**src/include/srp_regs.svh**
```systemverilog
// frame protocol constants: widths, field positions, prefixes, response masks
// assumes inclusion by bare name from the package and the protocol module
`ifndef SRP_REGS_SVH
`define SRP_REGS_SVH

`define SRP_FRAME_W 16
`define SRP_FRAME_MSB 15
`define SRP_ADDR_W 4
`define SRP_ADDR_HI 13
`define SRP_ADDR_LO 10
`define SRP_DATA_W 10
`define SRP_DATA_HI 9
`define SRP_CNT_W 4
`define SRP_CNT_ONE 4'h1
`define SRP_CNT_MAX 4'hf
`define SRP_BYTE_MASK 4'h7
`define SRP_PFX_WR 2'h2
`define SRP_PFX_RD 2'h1
`define SRP_SFX_RD 2'h2
`define SRP_SFX_DIAG 2'h1
`define SRP_PFX_RDRSP 2'h2
`define SRP_PFX_W 2
`define SRP_SFX_HI 1
`define SRP_TER_MASK 16'h0400
`define SRP_ERR_MASK 16'h0080
`define SRP_MSB_CLR 16'h7fff
`define SRP_SYNC_STAGES 2
`define SRP_PIN_W 3

`endif

```
**src/include/srp_pkg.sv**
```systemverilog
// types of the serial frame protocol block
// assumes srp_regs.svh on the include path
`include "srp_regs.svh"

package srp_pkg;

  typedef enum logic [1:0] {
    RSP_RESET,
    RSP_DIAG,
    RSP_READ,
    RSP_SYNERR
  } srp_rsp_e;

  typedef struct packed {
    logic sclk;
    logic csn_n;
    logic si;
  } srp_pins_s;

  typedef struct packed {
    logic sclk_prev;
    logic csn_prev;
    logic [`SRP_CNT_W-1:0] cnt;
    logic ge16;
    logic [`SRP_FRAME_W-1:0] sr;
    logic transfer_fault_flag;
    srp_rsp_e kind;
    logic so;
    logic so_oe;
    logic wr;
    logic [`SRP_ADDR_W-1:0] addr;
    logic [`SRP_DATA_W-1:0] wdata;
  } srp_state_s;

endpackage

```
**src/core/srp_frame_protocol.sv**
```systemverilog
// serial frame protocol: shifting, frame check, decode, delayed response
// assumes the pins are from the master, the rest from logic on sys_clk_i
`timescale 1ns/100ps
`include "srp_regs.svh"

module srp_frame_protocol
  import srp_pkg::*;
#(
  parameter logic [15:0] ADDR_MASK = 16'h00ff
) (
  input wire logic sys_clk_i,
  input wire logic arst_n_i,
  input wire logic sclk_i,
  input wire logic select_low_line_n_i,
  input wire logic si_i,
  input wire logic soft_reset_i,
  input wire logic [`SRP_FRAME_W-1:0] diag_i,
  input wire logic [`SRP_FRAME_W-1:0] instruction_state_reg_i,
  input wire logic [`SRP_DATA_W-1:0] reg_rdata_i,
  output logic so_o,
  output logic so_oe_o,
  output logic reg_wr_o,
  output logic [`SRP_ADDR_W-1:0] reg_addr_o,
  output logic [`SRP_DATA_W-1:0] reg_wdata_o
);

  if (ADDR_MASK == 16'h0000) begin : g_chk
    $error("srp_frame_protocol: no implemented address");
  end

  // ****************************************
  // pin synchronisation
  // ****************************************
  srp_pins_s pin_raw;
  srp_pins_s pin_s;
  srp_state_s st_q;
  srp_state_s st_d;

  assign pin_raw = '{sclk: sclk_i, csn_n: select_low_line_n_i, si: si_i};

  srp_pin_sync #(
    .W(`SRP_PIN_W),
    .RST_VAL(3'h2)
  ) u_sync (
    .sys_clk_i(sys_clk_i),
    .arst_n_i(arst_n_i),
    .d_i(pin_raw),
    .q_o(pin_s)
  );

  // ****************************************
  // edges and frame decode
  // ****************************************
  logic sel_fall;
  logic commit;
  logic sclk_rise;
  logic sclk_fall;
  logic frame_err;
  logic [`SRP_PFX_W-1:0] pfx;
  logic [`SRP_SFX_HI:0] sfx;
  logic [`SRP_ADDR_W-1:0] f_addr;
  logic addr_ok;
  logic [`SRP_FRAME_W-1:0] diag_word;
  logic [`SRP_FRAME_W-1:0] rsp_word;

  assign sel_fall = st_q.csn_prev & ~pin_s.csn_n;
  assign commit = ~st_q.csn_prev & pin_s.csn_n;
  assign sclk_rise = ~st_q.sclk_prev & pin_s.sclk;
  assign sclk_fall = st_q.sclk_prev & ~pin_s.sclk;
  assign frame_err = ((st_q.cnt & `SRP_BYTE_MASK) != '0) | ~st_q.ge16;
  assign pfx = st_q.sr[`SRP_FRAME_MSB -: `SRP_PFX_W];
  assign sfx = st_q.sr[`SRP_SFX_HI:0];
  assign f_addr = st_q.sr[`SRP_ADDR_HI:`SRP_ADDR_LO];
  assign addr_ok = ADDR_MASK[f_addr];

  // answer word, loaded when select falls
  assign diag_word = (diag_i & `SRP_MSB_CLR & ~`SRP_TER_MASK) | (st_q.transfer_fault_flag ? `SRP_TER_MASK : '0);
  always_comb begin
    unique case (st_q.kind)
      RSP_RESET: rsp_word = (instruction_state_reg_i & `SRP_MSB_CLR) | `SRP_TER_MASK;
      RSP_READ: rsp_word = {`SRP_PFX_RDRSP, st_q.addr, reg_rdata_i};
      RSP_SYNERR: rsp_word = diag_word | `SRP_ERR_MASK;
      RSP_DIAG: rsp_word = diag_word;
    endcase
  end

  // ****************************************
  // next state
  // ****************************************
  always_comb begin
    st_d = st_q;
    st_d.sclk_prev = pin_s.sclk;
    st_d.csn_prev = pin_s.csn_n;
    st_d.wr = 1'b0;
    if (sel_fall) begin
      st_d.sr = rsp_word;
      st_d.so = rsp_word[`SRP_FRAME_MSB];
      st_d.so_oe = 1'b1;
      st_d.cnt = '0;
      st_d.ge16 = 1'b0;
    end else if (commit) begin
      st_d.so_oe = 1'b0;
      if (frame_err) begin
        st_d.transfer_fault_flag = 1'b1;
        st_d.kind = RSP_DIAG;
      end else begin
        st_d.transfer_fault_flag = 1'b0;
        if (pfx == `SRP_PFX_WR) begin
          if (addr_ok) begin
            st_d.wr = 1'b1;
            st_d.addr = f_addr;
            st_d.wdata = st_q.sr[`SRP_DATA_HI:0];
            st_d.kind = RSP_DIAG;
          end else begin
            st_d.kind = RSP_SYNERR;
          end
        end else if (pfx == `SRP_PFX_RD && sfx == `SRP_SFX_RD) begin
          if (addr_ok) begin
            st_d.addr = f_addr;
            st_d.kind = RSP_READ;
          end else begin
            st_d.kind = RSP_SYNERR;
          end
        end else if (!st_q.sr[`SRP_FRAME_MSB] && sfx == `SRP_SFX_DIAG) begin
          st_d.kind = RSP_DIAG;
        end else begin
          st_d.kind = RSP_SYNERR;
        end
      end
    end else if (!pin_s.csn_n) begin
      if (sclk_fall) begin
        st_d.sr = {st_q.sr[`SRP_FRAME_MSB-1:0], pin_s.si};
        st_d.cnt = st_q.cnt + `SRP_CNT_ONE;
        if (st_q.cnt == `SRP_CNT_MAX) begin
          st_d.ge16 = 1'b1;
        end
      end
      if (sclk_rise) begin
        st_d.so = st_q.sr[`SRP_FRAME_MSB];
      end
    end
    if (soft_reset_i) begin
      st_d.kind = RSP_RESET;
      st_d.transfer_fault_flag = 1'b1;
    end
  end

  always_ff @(posedge sys_clk_i or negedge arst_n_i) begin
    if (!arst_n_i) begin
      st_q <= '{sclk_prev: 1'b0, csn_prev: 1'b1, cnt: '0, ge16: 1'b0, sr: '0, transfer_fault_flag: 1'b1,
                kind: RSP_RESET, so: 1'b0, so_oe: 1'b0, wr: 1'b0, addr: '0, wdata: '0};
    end else begin
      st_q <= st_d;
    end
  end

  assign so_o = st_q.so;
  assign so_oe_o = st_q.so_oe;
  assign reg_wr_o = st_q.wr;
  assign reg_addr_o = st_q.addr;
  assign reg_wdata_o = st_q.wdata;

  logic [`SRP_PFX_W-1:0] pfx_p;
  assign pfx_p = pfx;
endmodule

```
**src/core/srp_pin_sync.sv**
```systemverilog
// two-stage synchroniser for the serial pins
// assumes pins are asynchronous to sys_clk_i
`timescale 1ns/100ps
`include "srp_regs.svh"

module srp_pin_sync #(
  parameter int W = `SRP_PIN_W,
  parameter logic [`SRP_PIN_W-1:0] RST_VAL = '0
) (
  input wire logic sys_clk_i,
  input wire logic arst_n_i,
  input wire logic [W-1:0] d_i,
  output logic [W-1:0] q_o
);

  if (W != `SRP_PIN_W) begin : g_chk
    $error("srp_pin_sync: width must match the pin struct");
  end

  // ****************************************
  // per-pin flop pair
  // ****************************************
  for (genvar i = 0; i < W; i++) begin : g_bit
    logic meta_q;
    logic sync_q;
    always_ff @(posedge sys_clk_i or negedge arst_n_i) begin
      if (!arst_n_i) begin
        meta_q <= RST_VAL[i];
        sync_q <= RST_VAL[i];
      end else begin
        meta_q <= d_i[i];
        sync_q <= meta_q;
      end
    end
    assign q_o[i] = sync_q;
  end

endmodule

```
**config.mk**
```make
export PLATFORM = sky130hd
export DESIGN_NAME = srp_frame_protocol
export DESIGN_NICKNAME = d
export VERILOG_FILES = /design/src/include/srp_pkg.sv /design/src/core/srp_frame_protocol.sv /design/src/core/srp_pin_sync.sv
export VERILOG_INCLUDE_DIRS = /design/src /design/src/include
export SDC_FILE = /design/constraint.sdc
export NUM_CORES = 1
export LEC_CHECK = 0
export BUFFER_PORTS_ARGS = -buffer_cell sky130_fd_sc_hd__buf_4
export CORE_MARGIN = 3
export CORE_UTILIZATION = 50
export DETAILED_ROUTE_END_ITERATION = 16
export PLACE_DENSITY = 0.78
export SETUP_SLACK_MARGIN = 0.4
export SYNTH_ARGS = -nofsm -noshare
export SYNTH_HDL_FRONTEND = slang
export SYNTH_SLANG_ARGS = --single-unit
```
**constraint.sdc**
```tcl
create_clock -name sys_clk_i -period 4.9 [get_ports sys_clk_i]
set_clock_uncertainty 0.15 [all_clocks]
set_input_delay 0 -clock sys_clk_i [delete_from_list [all_inputs] [get_ports sys_clk_i]]
set_output_delay 0 -clock sys_clk_i [all_outputs]
set_load 0.1 [all_outputs]
```
# Yosys cells after proc, flatten, opt, wreduce, memory -nomap -nowiden
# Memory sizes are Yosys's and may differ from the RTL's.
# Cells that the tools add are included.
totals:
  regBits: 49
  mem_bits_ro: 16
  input_bits: 48
  out_inout_bits: 17
  mem_count: 1
mem_list:
  columns: ["name", "depth", "word_bits", "rd", "rd_clocked_by_memory_dff", "wr", "line", "source"]
  rows:
  - ["(no name shown)", 16, 1, 1, 0, 0, "srp_frame_protocol.sv:74", "assign addr_ok = ADDR_MASK[f_addr];"]
classes:
  addsub: 1
  n_lt_le_gt_ge: 1
  eq_ne: 13
  muxes: 30
  bitwise_logic: 13
  reduce_logical: 17
ops:
  columns: ["op", "n"]
  rows:
  - ["$mux 21", 4]
  - ["$pmux 16 s4", 1]
  - ["$mux 15", 3]
  - ["$mux 16", 1]
  - ["$or 15x11->15", 1]
  - ["$mux 3", 4]
  - ["$mux 4", 3]
  - ["$reduce_bool 2->1", 6]
  - ["$mux 11", 1]
  - ["$mux 10", 1]
  - ["$mux 2", 5]
  - ["$ne 2x2->1 const B", 5]
  - ["$eq 2x2->1 const B", 4]
  - ["$mux 1", 7]
  - ["$not 1->1", 7]
  - ["$eq 2x1->1 const B", 3]
  - ["$reduce_and 3->1", 2]
  - ["$reduce_and 6->1", 1]
  - ["$lt 4x5->1 const B", 1]
  - ["$reduce_and 5->1", 1]
  - ["$add 4x1->4 const B", 1]
  - ["$and 1x1->1", 4]
  - ["$eq 4x4->1 const B", 1]
  - ["$reduce_and 4->1", 1]
  - ["other kinds (6)", 7]

# Logic depth before layout (Yosys ltp)
# Gate-level depths: netlist of run 1.
depth:
  ltp_word: 9
  mapped_depth: 7

# Modules after synthesis
# A second synthesis of run 1 with hierarchy kept.
hier_totals:
  hier_cells: 216
  area_unflattened_um2: 2612.5
by_module_without_submodules:
  columns: ["mod", "instances", "cells_per_inst", "area_per_inst_um2", "seq_area_each_um2"]
  rows:
  - ["srp_frame_protocol", 1, 207, 2437.3, 1078.5]
  - ["srp_pin_sync", 1, 9, 175.2, 152.6]

# Worst setup path after synthesis of run 1
# OpenSTA, ideal clock, no wires.
synth_timing:
  path_kind: "register to register"
  from: "register u_sync.g_bit[1].sync_q"
  to: "register st_q, in the netlist reg_wdata_o[0]"
  setup_ps: 125
  t_arrival_ps: 1649
  t_required_ps: 4625
  path_slack_ps: 2976
  path_stages_with_launch: 7
  path_buffers: 1
  period_less_slack_ps: 1924
  path_cell_list: "dfstp_2 inv_1 ha_1 nor3b_2 nand3_1 buf_6 mux2_4"
synth_via:
  elab_chain_len: 4
  word_cells_on_any_way: 5
synth_rtl:
  columns: ["element", "line", "source"]
  rows:
  - ["start, declared", "srp_pin_sync.sv:25", "logic sync_q;"]
  - ["start signal, assigned", "srp_pin_sync.sv:29", "sync_q <= RST_VAL[i];"]
  - ["start signal, assigned", "srp_pin_sync.sv:32", "sync_q <= meta_q;"]
  - ["$not 1->1", "srp_frame_protocol.sv:66", "assign sel_fall = st_q.csn_prev & ~pin_s.csn_n;"]
  - ["$and 1x1->1", "srp_frame_protocol.sv:66", null]
  - ["$not 1->1 (no source line)", null, null]
  - ["$reduce_and 5->1 (no source line) *", null, null]
  - ["end signal, assigned", "srp_frame_protocol.sv:150", "st_q <= '{sclk_prev: 1'b0, csn_prev: 1'b1, cnt: '0, ge16: 1'b0, sr: '0, transfer_fault_flag: 1'b1,"]
  - ["end signal, assigned", "srp_frame_protocol.sv:153", "st_q <= st_d;"]
  - ["end, declared", "srp_frame_protocol.sv:36", "srp_state_s st_q;"]
# Mark *: on every way between the ends. The rest lies on a longest branch, timed or not.
# A chain may end at the register's enable or synchronous reset.

# Final worst setup path of run 1
layout_timing:
  from: "register st_q[41] (netlist bit)"
  to: "register st_q[29] (netlist bit)"
layout_via:
  elab_chain_len: 4
  word_cells_on_any_way: 8
layout_rtl:
  columns: ["element", "line", "source"]
  rows:
  - ["$not 1->1", "srp_frame_protocol.sv:67", "assign commit = ~st_q.csn_prev & pin_s.csn_n;"]
  - ["$and 1x1->1", "srp_frame_protocol.sv:67", null]
  - ["$ne 2x2->1 (no source line)", null, null]
  - ["$reduce_and 3->1 (no source line)", null, null]
# Several ways; a longest one is shown, not always the timed one.

==> impl_metrics.yaml, run 1 <==
worst_setup_path:
  r2r_slack_ns: 1.44
  required_ns: 4.99
  crit_type: "flip-flop to flip-flop"
  slowest_delay_ns: 0.92
  worstReg2RegEnd: "st_q[29]$_DFFE_PN0P_"
  r2r_start: "st_q[41]$_DFF_PN1_"
  crit_slowest_cell: "nor2b_1"
  cp-end-kind: "flip-flop"
  cp-start-kind: "flip-flop"
  worstRegToRegCells: 5
  cp_cell_sequence: "ha_1 > nor2b_1 > o21ai_0 > o221ai_1 > dlygate4sd3_1"
  cp_max_fo: 23
  cp.arrival_ns: 3.55
floorplan:
  die_x_um: 80.1
  core_area_um2: 5200
  fp-row-count: 26
  ios: 65
  fp.dieH_um: 80.1
  design.die.area_um2: 6410
  initial_utilization: 0.527
cells_and_area:
  ff_latch_area_um2: 1230
  syn_to_final_growth_pct: 28.0
  fin_area_um2: 3510
  multiInputGateArea_um2: 1280
  fill_cells: 432
  final_layout_size_suffix_gt1_frac: 0.313
  finalNetCount: 371
  num_antenna_cells: 0
run:
  maxCapViolations: 0
pwr:
  comb_power_share: 0.211
  switching_share: 0.274
  finalPower_mw: 1.07
  p_seq_frac: 0.467
  p_int_mw: 0.777
  p_leak_nw: 1.60
  clkPwrFrac: 0.322
  peakVddDrop_v: 0.000205
  p_switching_mw: 0.293
  p_per_area_nw_per_um2: 304
sta:
  final_hold_viol_count: 0
  period_share: 0.705
  tightest_slew_ns: 1.18
  fmax_mhz: 289
  post-route-min-period_ns: 3.46
  slew_violations: 0
  maxSlewHeadroom: 0.212
  timing.final.ws_setup_ns: 1.44
  setup_viol: 0
  tns_ns: 0
  holdWs_ns: 0.000752
  rsz0062_at_grt: "false"
synthesis:
  syn_area_um2: 2740
  syn_inst: 252
  synth_top_area_share: 0.410
  synth-edff-count: 0
  synth_area_per_cell_um2: 10.9
  synth_seq_area_share: 0.449
  synth_top_area_cell: "dfrtp_1"
  yosysUniqueCellTypes: 47
  yosys_warnings: 0
  ys_top_cells_by_area: "dfrtp_1 (41%), nor2b_1 (5.5%), mux2_4 (4.9%), buf_4 (4.7%), mux2_2 (4.5%)"
  ys.flop_type: "dfrtp_1"
  synth_fp_nets: 304
  synth-async-reset-ratio: 1.00
  synth_commonest_cells: "dfrtp_1 (45), nor2b_1 (24), buf_4 (17), nand2_1 (15), o21ai_0 (12)"
  synth.most_common_cell: "dfrtp_1"
  ys_seq_elements: 49
global_route:
  grt_use_total: 0.212
  grt_pass1_wl_um: 10600
  grt_overflow: 0
  grt_pass1_vias: 2185
  antenna_found_initial: 0
  grt_max_degree: 50
clock_network:
  clock_sinks: 49
  clockBufferDepth: 2
  cts_tree: "yes"
  clk_pin_slew_ns: 0.10
  htree_levels: 2
  cts-root-buf: "clkbuf_8"
  cts_resized: 0
  clk_latency_ns: 0.30
  numCtsBuffers: 5
route:
  drc: 0
  drt_iter0_markers: 131
  first_pass_iters: 4
  routed_wl_um: 6370
  ant_nets: 0
  wl_per_cell_um: 16.3
  num_vias: 2191
  viasPerCell: 5.62
place:
  post-place-ws_ns: 1.72
  placement.io_buffers: 60
  hpwl_um: 3960
  place_area_um2: 3090
  routabilityCongestion: 0.778
min_path:
  hold_path.class: "primary input to flip-flop"
  min_from: "instruction_state_reg_i[7]"
  hold_path_depth: 4
  whs_endpoint: "st_q[27]$_DFFE_PN0P_"
outcome:
  run_status: "complete, no violations"
cells by family after synthesis:
group | Yosys count | synth area share
buffers and inverters | 39 | 0.0857
adders and majority gates | 4 | 0.0182
muxes | 31 | 0.135
DFF | 49 | 0.449
AOI/OAI and AO/OA | 54 | 0.147
and+or+nand+nor | 75 | 0.166
cell usage in the layout, fill, tap and decap left out, drive strengths merged, types with 2 or more instances in the layout:
| cell | instances |
|---|---|
| dfstp | 4 |
| o221ai | 11 |
| nor3b | 4 |
| mux2 | 20 |
| clkbuf | 5 |
| ha | 4 |
| nor2b | 24 |
| nor2 | 6 |
| bufinv | 2 |
| buf | 61 |
| nand3b | 3 |
| nor3 | 2 |
| a31oi | 2 |
| inv | 9 |
| a221oi | 2 |
| a211oi | 10 |
| and3b | 2 |
| nand2b | 8 |
| o211ai | 4 |
| dlygate4sd3 | 29 |
| nand4 | 2 |
| mux2i | 11 |
| nand3 | 4 |
| o21ai | 12 |
| dfrtp | 45 |
| nand2 | 15 |
| a21oi | 2 |
| a211o | 2 |
layer usage:
metal	GRT usage	wire (µm)
met1	0.276	2860
met2	0.353	3020
met5	0	0
met3	0.0415	414
met4	0.0676	76
state kept, by name (all words and copies together) (netlist names):
name and flops:
sfx 2, pfx 2, so_oe_o 1, reg_wr_o 1, reg_wdata_o 10, u_sync.g_bit.meta_q 3
so_o 1, u_sync.g_bit.sync_q 3, reg_addr_o 4, st_q 18, f_addr 4
area by class of cell:
| class | count | area share |
|---|---|---|
| Clock buffer | 5 | 0.0196 |
| Clock inverter | 3 | 0.0185 |
| Inverter | 9 | 0.00962 |
| Multi-Input combinational cell | 164 | 0.364 |
| Sequential cell | 49 | 0.351 |
| Tap cell | 70 | 0.0249 |
| Timing Repair Buffer | 90 | 0.213 |
power by group through the flow:
stage / clock (mW) / sequential, mW / combinational, mW
finish: 0.344 / 0.499 / 0.226
global route: 0.366 / 0.507 / 0.248
CTS: 0.343 / 0.499 / 0.224
detailed placement: 0 / 0.507 / 0.185
global placement: 0 / 0.504 / 0.179
floorplan: 0 / 0.506 / 0.115
timing repair:
item                      4_1_cts  5_1_grt
hold buffers                   29        0
setup buffers                   0        0
hold endpoints to repair       68        0
stage by stage:
step                std cells  utilization
CTS                       390        0.675
global placement          353        0.593
floorplan                 252            -
global route              390        0.675
detailed placement        353        0.593
finish                    390        0.675
critical path, delay by kind of cell (launching register included):
family | cells | cell delay [ns]
simple gates | 1 | 0.92
fa+ha+maj | 1 | 0.71
buf+inv | 1 | 0.60
flops | 1 | 0.54
compound gates | 2 | 0.48
worst max path at each step:
stage | startpoint | end | slack [ns] | cells past startpoint
after global routing | st_q[41]$_DFF_PN1_ | sfx[0]$_DFFE_PN0P_ | 1.28 | 5
after CTS | st_q[41]$_DFF_PN1_ | st_q[22]$_DFFE_PN0P_ | 1.48 | 5
after detailed placement | u_sync.g_bit[1].sync_q$_DFF_PN1_ | reg_wdata_o[6]$_DFFE_PN0P_ | 1.72 | 5
after global placement | u_sync.g_bit[1].sync_q$_DFF_PN1_ | reg_wdata_o[0]$_DFFE_PN0P_ | 1.82 | 5
after floorplan | u_sync.g_bit[1].sync_q$_DFF_PN1_ | reg_wdata_o[0]$_DFFE_PN0P_ | 2.98 | 6
final | st_q[41]$_DFF_PN1_ | st_q[29]$_DFFE_PN0P_ | 1.44 | 5
Note: power is estimated with default switching activity, not from simulation.
==> run 2: changes to the inputs <==
--- a/config.mk
+++ b/config.mk
@@ -6,6 +6,7 @@
 export SDC_FILE = /design/constraint.sdc
 export NUM_CORES = 1
 export LEC_CHECK = 0
+export ABC_AREA = 1
 export BUFFER_PORTS_ARGS = -buffer_cell sky130_fd_sc_hd__buf_4
 export CORE_MARGIN = 3
 export CORE_UTILIZATION = 50
==> constraint.sdc (replaced) <==
create_clock -name sys_clk_i -period 3.5 [get_ports sys_clk_i]
set_clock_uncertainty 0.15 [all_clocks]
set_input_delay 0 -clock sys_clk_i [delete_from_list [all_inputs] [get_ports sys_clk_i]]
set_output_delay 0 -clock sys_clk_i [all_outputs]
set_load 0.1 [all_outputs]
==> impl_metrics.yaml, run 2 <==
global_route:
  grt_pass1_wl_um: 10200
  grt_overflow: 0
  grt_pass1_vias: 2287
  grt_max_degree: 50
  antenna_found_initial: 0
  grt_use_total: 0.208
floorplan:
  die_x_um: 79.3
  fp-row-count: 26
  design.die.area_um2: 6280
  fp.dieH_um: 79.3
  ios: 65
  initial_utilization: 0.522
  core_area_um2: 5140
worst_setup_path:
  cp-start-kind: "flip-flop"
  crit_type: "flip-flop to flip-flop"
  worstReg2RegEnd: "f_addr[3]$_DFFE_PN0P_"
  r2r_slack_ns: 1.10
  worstRegToRegCells: 7
  required_ns: 3.55
  cp.arrival_ns: 2.45
  r2r_start: "st_q[41]$_DFF_PN1_"
  cp-end-kind: "flip-flop"
  cp_max_fo: 37
sta:
  tns_ns: 0
  rsz0062_at_grt: "false"
  fmax_mhz: 417
  tightest_slew_ns: 0.687
  slew_violations: 0
  final_hold_viol_count: 0
  post-route-min-period_ns: 2.40
  maxSlewHeadroom: 0.542
  period_share: 0.685
  setup_viol: 0
clock_network:
  cts_resized: 0
  htree_levels: 2
  clockBufferDepth: 2
  cts_tree: "yes"
  clk_latency_ns: 0.30
  clock_sinks: 49
  numCtsBuffers: 5
  cts-root-buf: "clkbuf_8"
  clk_pin_slew_ns: 0.09
cells_and_area:
  top_register: "st_q"
  final_common_cell: "nand2_1"
  syn_to_final_growth_pct: 27.6
  num_antenna_cells: 0
  fin_area_um2: 3420
  largest_reg_flops: 18
  most-common-layout-cells: "nand2_1 (117), buf_4 (60), dfrtp_1 (45), nand3_1 (33), dlygate4sd3_1 (32)"
  finalNetCount: 450
  fill_cells: 455
  multiInputGateArea_um2: 1130
  ff_latch_area_um2: 1230
  final_layout_size_suffix_gt1_frac: 0.253
synthesis:
  synth-async-reset-ratio: 1.00
  synth-edff-count: 0
  ys_seq_elements: 49
  ys.flop_type: "dfrtp_1"
  synth_top_area_cell: "dfrtp_1"
  synth_seq_area_share: 0.459
  yosys_warnings: 0
  syn_area_um2: 2680
  syn_inst: 326
  synth.most_common_cell: "nand2_1"
  synth_fp_nets: 378
  synth_commonest_cells: "nand2_1 (117), dfrtp_1 (45), nand3_1 (33), inv_1 (26), buf_4 (16)"
  yosysUniqueCellTypes: 31
  synth_top_area_share: 0.420
  ys_top_cells_by_area: "dfrtp_1 (42%), nand2_1 (16%), nand3_1 (6.2%), buf_4 (4.5%), dfstp_2 (3.9%)"
  synth_area_per_cell_um2: 8.23
place:
  routabilityCongestion: 0.862
  placement.io_buffers: 60
  place_area_um2: 3010
  hpwl_um: 3970
route:
  first_pass_iters: 4
  ant_nets: 0
  drt_iter0_markers: 219
  drc: 0
  viasPerCell: 5.01
  num_vias: 2349
  wl_per_cell_um: 13.1
  routed_wl_um: 6150
pwr:
  peakVddDrop_v: 0.000275
  p_leak_nw: 1.74
  p_per_area_nw_per_um2: 569
min_path:
  hold_path.class: "primary input to flip-flop"
  hold_path_depth: 7
  whs_endpoint: "st_q[27]$_DFFE_PN0P_"
  min_from: "reg_rdata_i[7]"
outcome:
  run_status: "complete, no violations"
run:
  maxCapViolations: 0
[run 2: cell count changes in the layout (fill, tap and decap cells not counted), sizes merged, moves of 8 or more]
cell / previous run / this run
a21oi: 2 / 16
o221ai: 11 / 0
nand3: 4 / 42
o21ai: 12 / 20
inv: 9 / 28
mux2: 20 / 0
a211oi: 10 / 0
mux2i: 11 / 0
nand2b: 8 / 0
nor2b: 24 / 0
nand2: 15 / 120
[run 2: per-layer routing]
layer  global-route usage  share of wire  vias to the layer above
li1                     -              -                     1172
met5                    0              0                        -
met1                0.260           0.43                     1112
met4               0.0790         0.0078                        0
met3               0.0408          0.051                        5
met2                0.354           0.52                       60
[run 2: worst max-delay path by stage]
stage / start / to / slack, ns
after CTS: u_sync.g_bit[1].sync_q$_DFF_PN1_ / f_addr[2]$_DFFE_PN0P_ / 1.14
after detailed placement: u_sync.g_bit[1].sync_q$_DFF_PN1_ / reg_addr_o[2]$_DFFE_PN0P_ / 1.19
after global placement: u_sync.g_bit[1].sync_q$_DFF_PN1_ / reg_addr_o[1]$_DFFE_PN0P_ / 1.21
final: st_q[41]$_DFF_PN1_ / f_addr[3]$_DFFE_PN0P_ / 1.10
after floorplan: u_sync.g_bit[1].sync_q$_DFF_PN1_ / reg_addr_o[2]$_DFFE_PN0P_ / 1.70
after global routing: u_sync.g_bit[1].sync_q$_DFF_PN1_ / reg_addr_o[1]$_DFFE_PN0P_ / 1.01
[run 2: layout make-up]
class / count / share of cell area
clock buffers: 8 / 0.0263
flip-flops and latches: 49 / 0.360
repair buffers: 92 / 0.225
inverters: 28 / 0.0336
well taps: 70 / 0.0256
multi-input cells: 222 / 0.330
[run 2: logic make-up after synthesis]
logic type                 Yosys count  synth area share
adders and majority gates            4            0.0186
AOI/OAI and AO/OA                   40            0.0946
DFF                                 49             0.459
xor gates and xnor gates             1           0.00326
buffers and inverters               55             0.120
and+or+nand+nor                    177             0.304
[run 2: metrics by stage]
stage                     setup slack [ns]  power (mW)  hold WS (ns)  utilization  cells
after floorplan                       1.70        1.47        -0.446            -    326
after global placement                1.21        1.57       -0.0983        0.586    429
after detailed placement              1.19        1.59       -0.0917        0.586    429
after CTS                             1.14        1.96       0.00711        0.666    469
after global routing                  1.01        2.07        0.0416        0.666    469
final                                 1.10        1.95        0.0110        0.666    469
[run 2: worst max-delay path, stage by stage (launching register included)]
cell	delay, ns
dfstp_2	0.54
ha_1	0.41
inv_8	0.17
a21oi_1	0.22
nand3_1	0.10
dlygate4sd3_1	0.59
nand3_2	0.08
nand2_1	0.04
[run 2: report_power, final]
part	internal (mW)	leakage, nW	switching, mW	total [mW]
Combinational	0.236	1.07	0.599	0.835
Clock	0.161	0.0455	0.173	0.334
Sequential	0.685	0.619	0.0944	0.780
[run 2: timing repair]
action,in CTS,in global routing
setup buffers,0,0
hold endpoints to repair,69,0
hold buffers,32,0
endpoints found under the setup margin,0,0
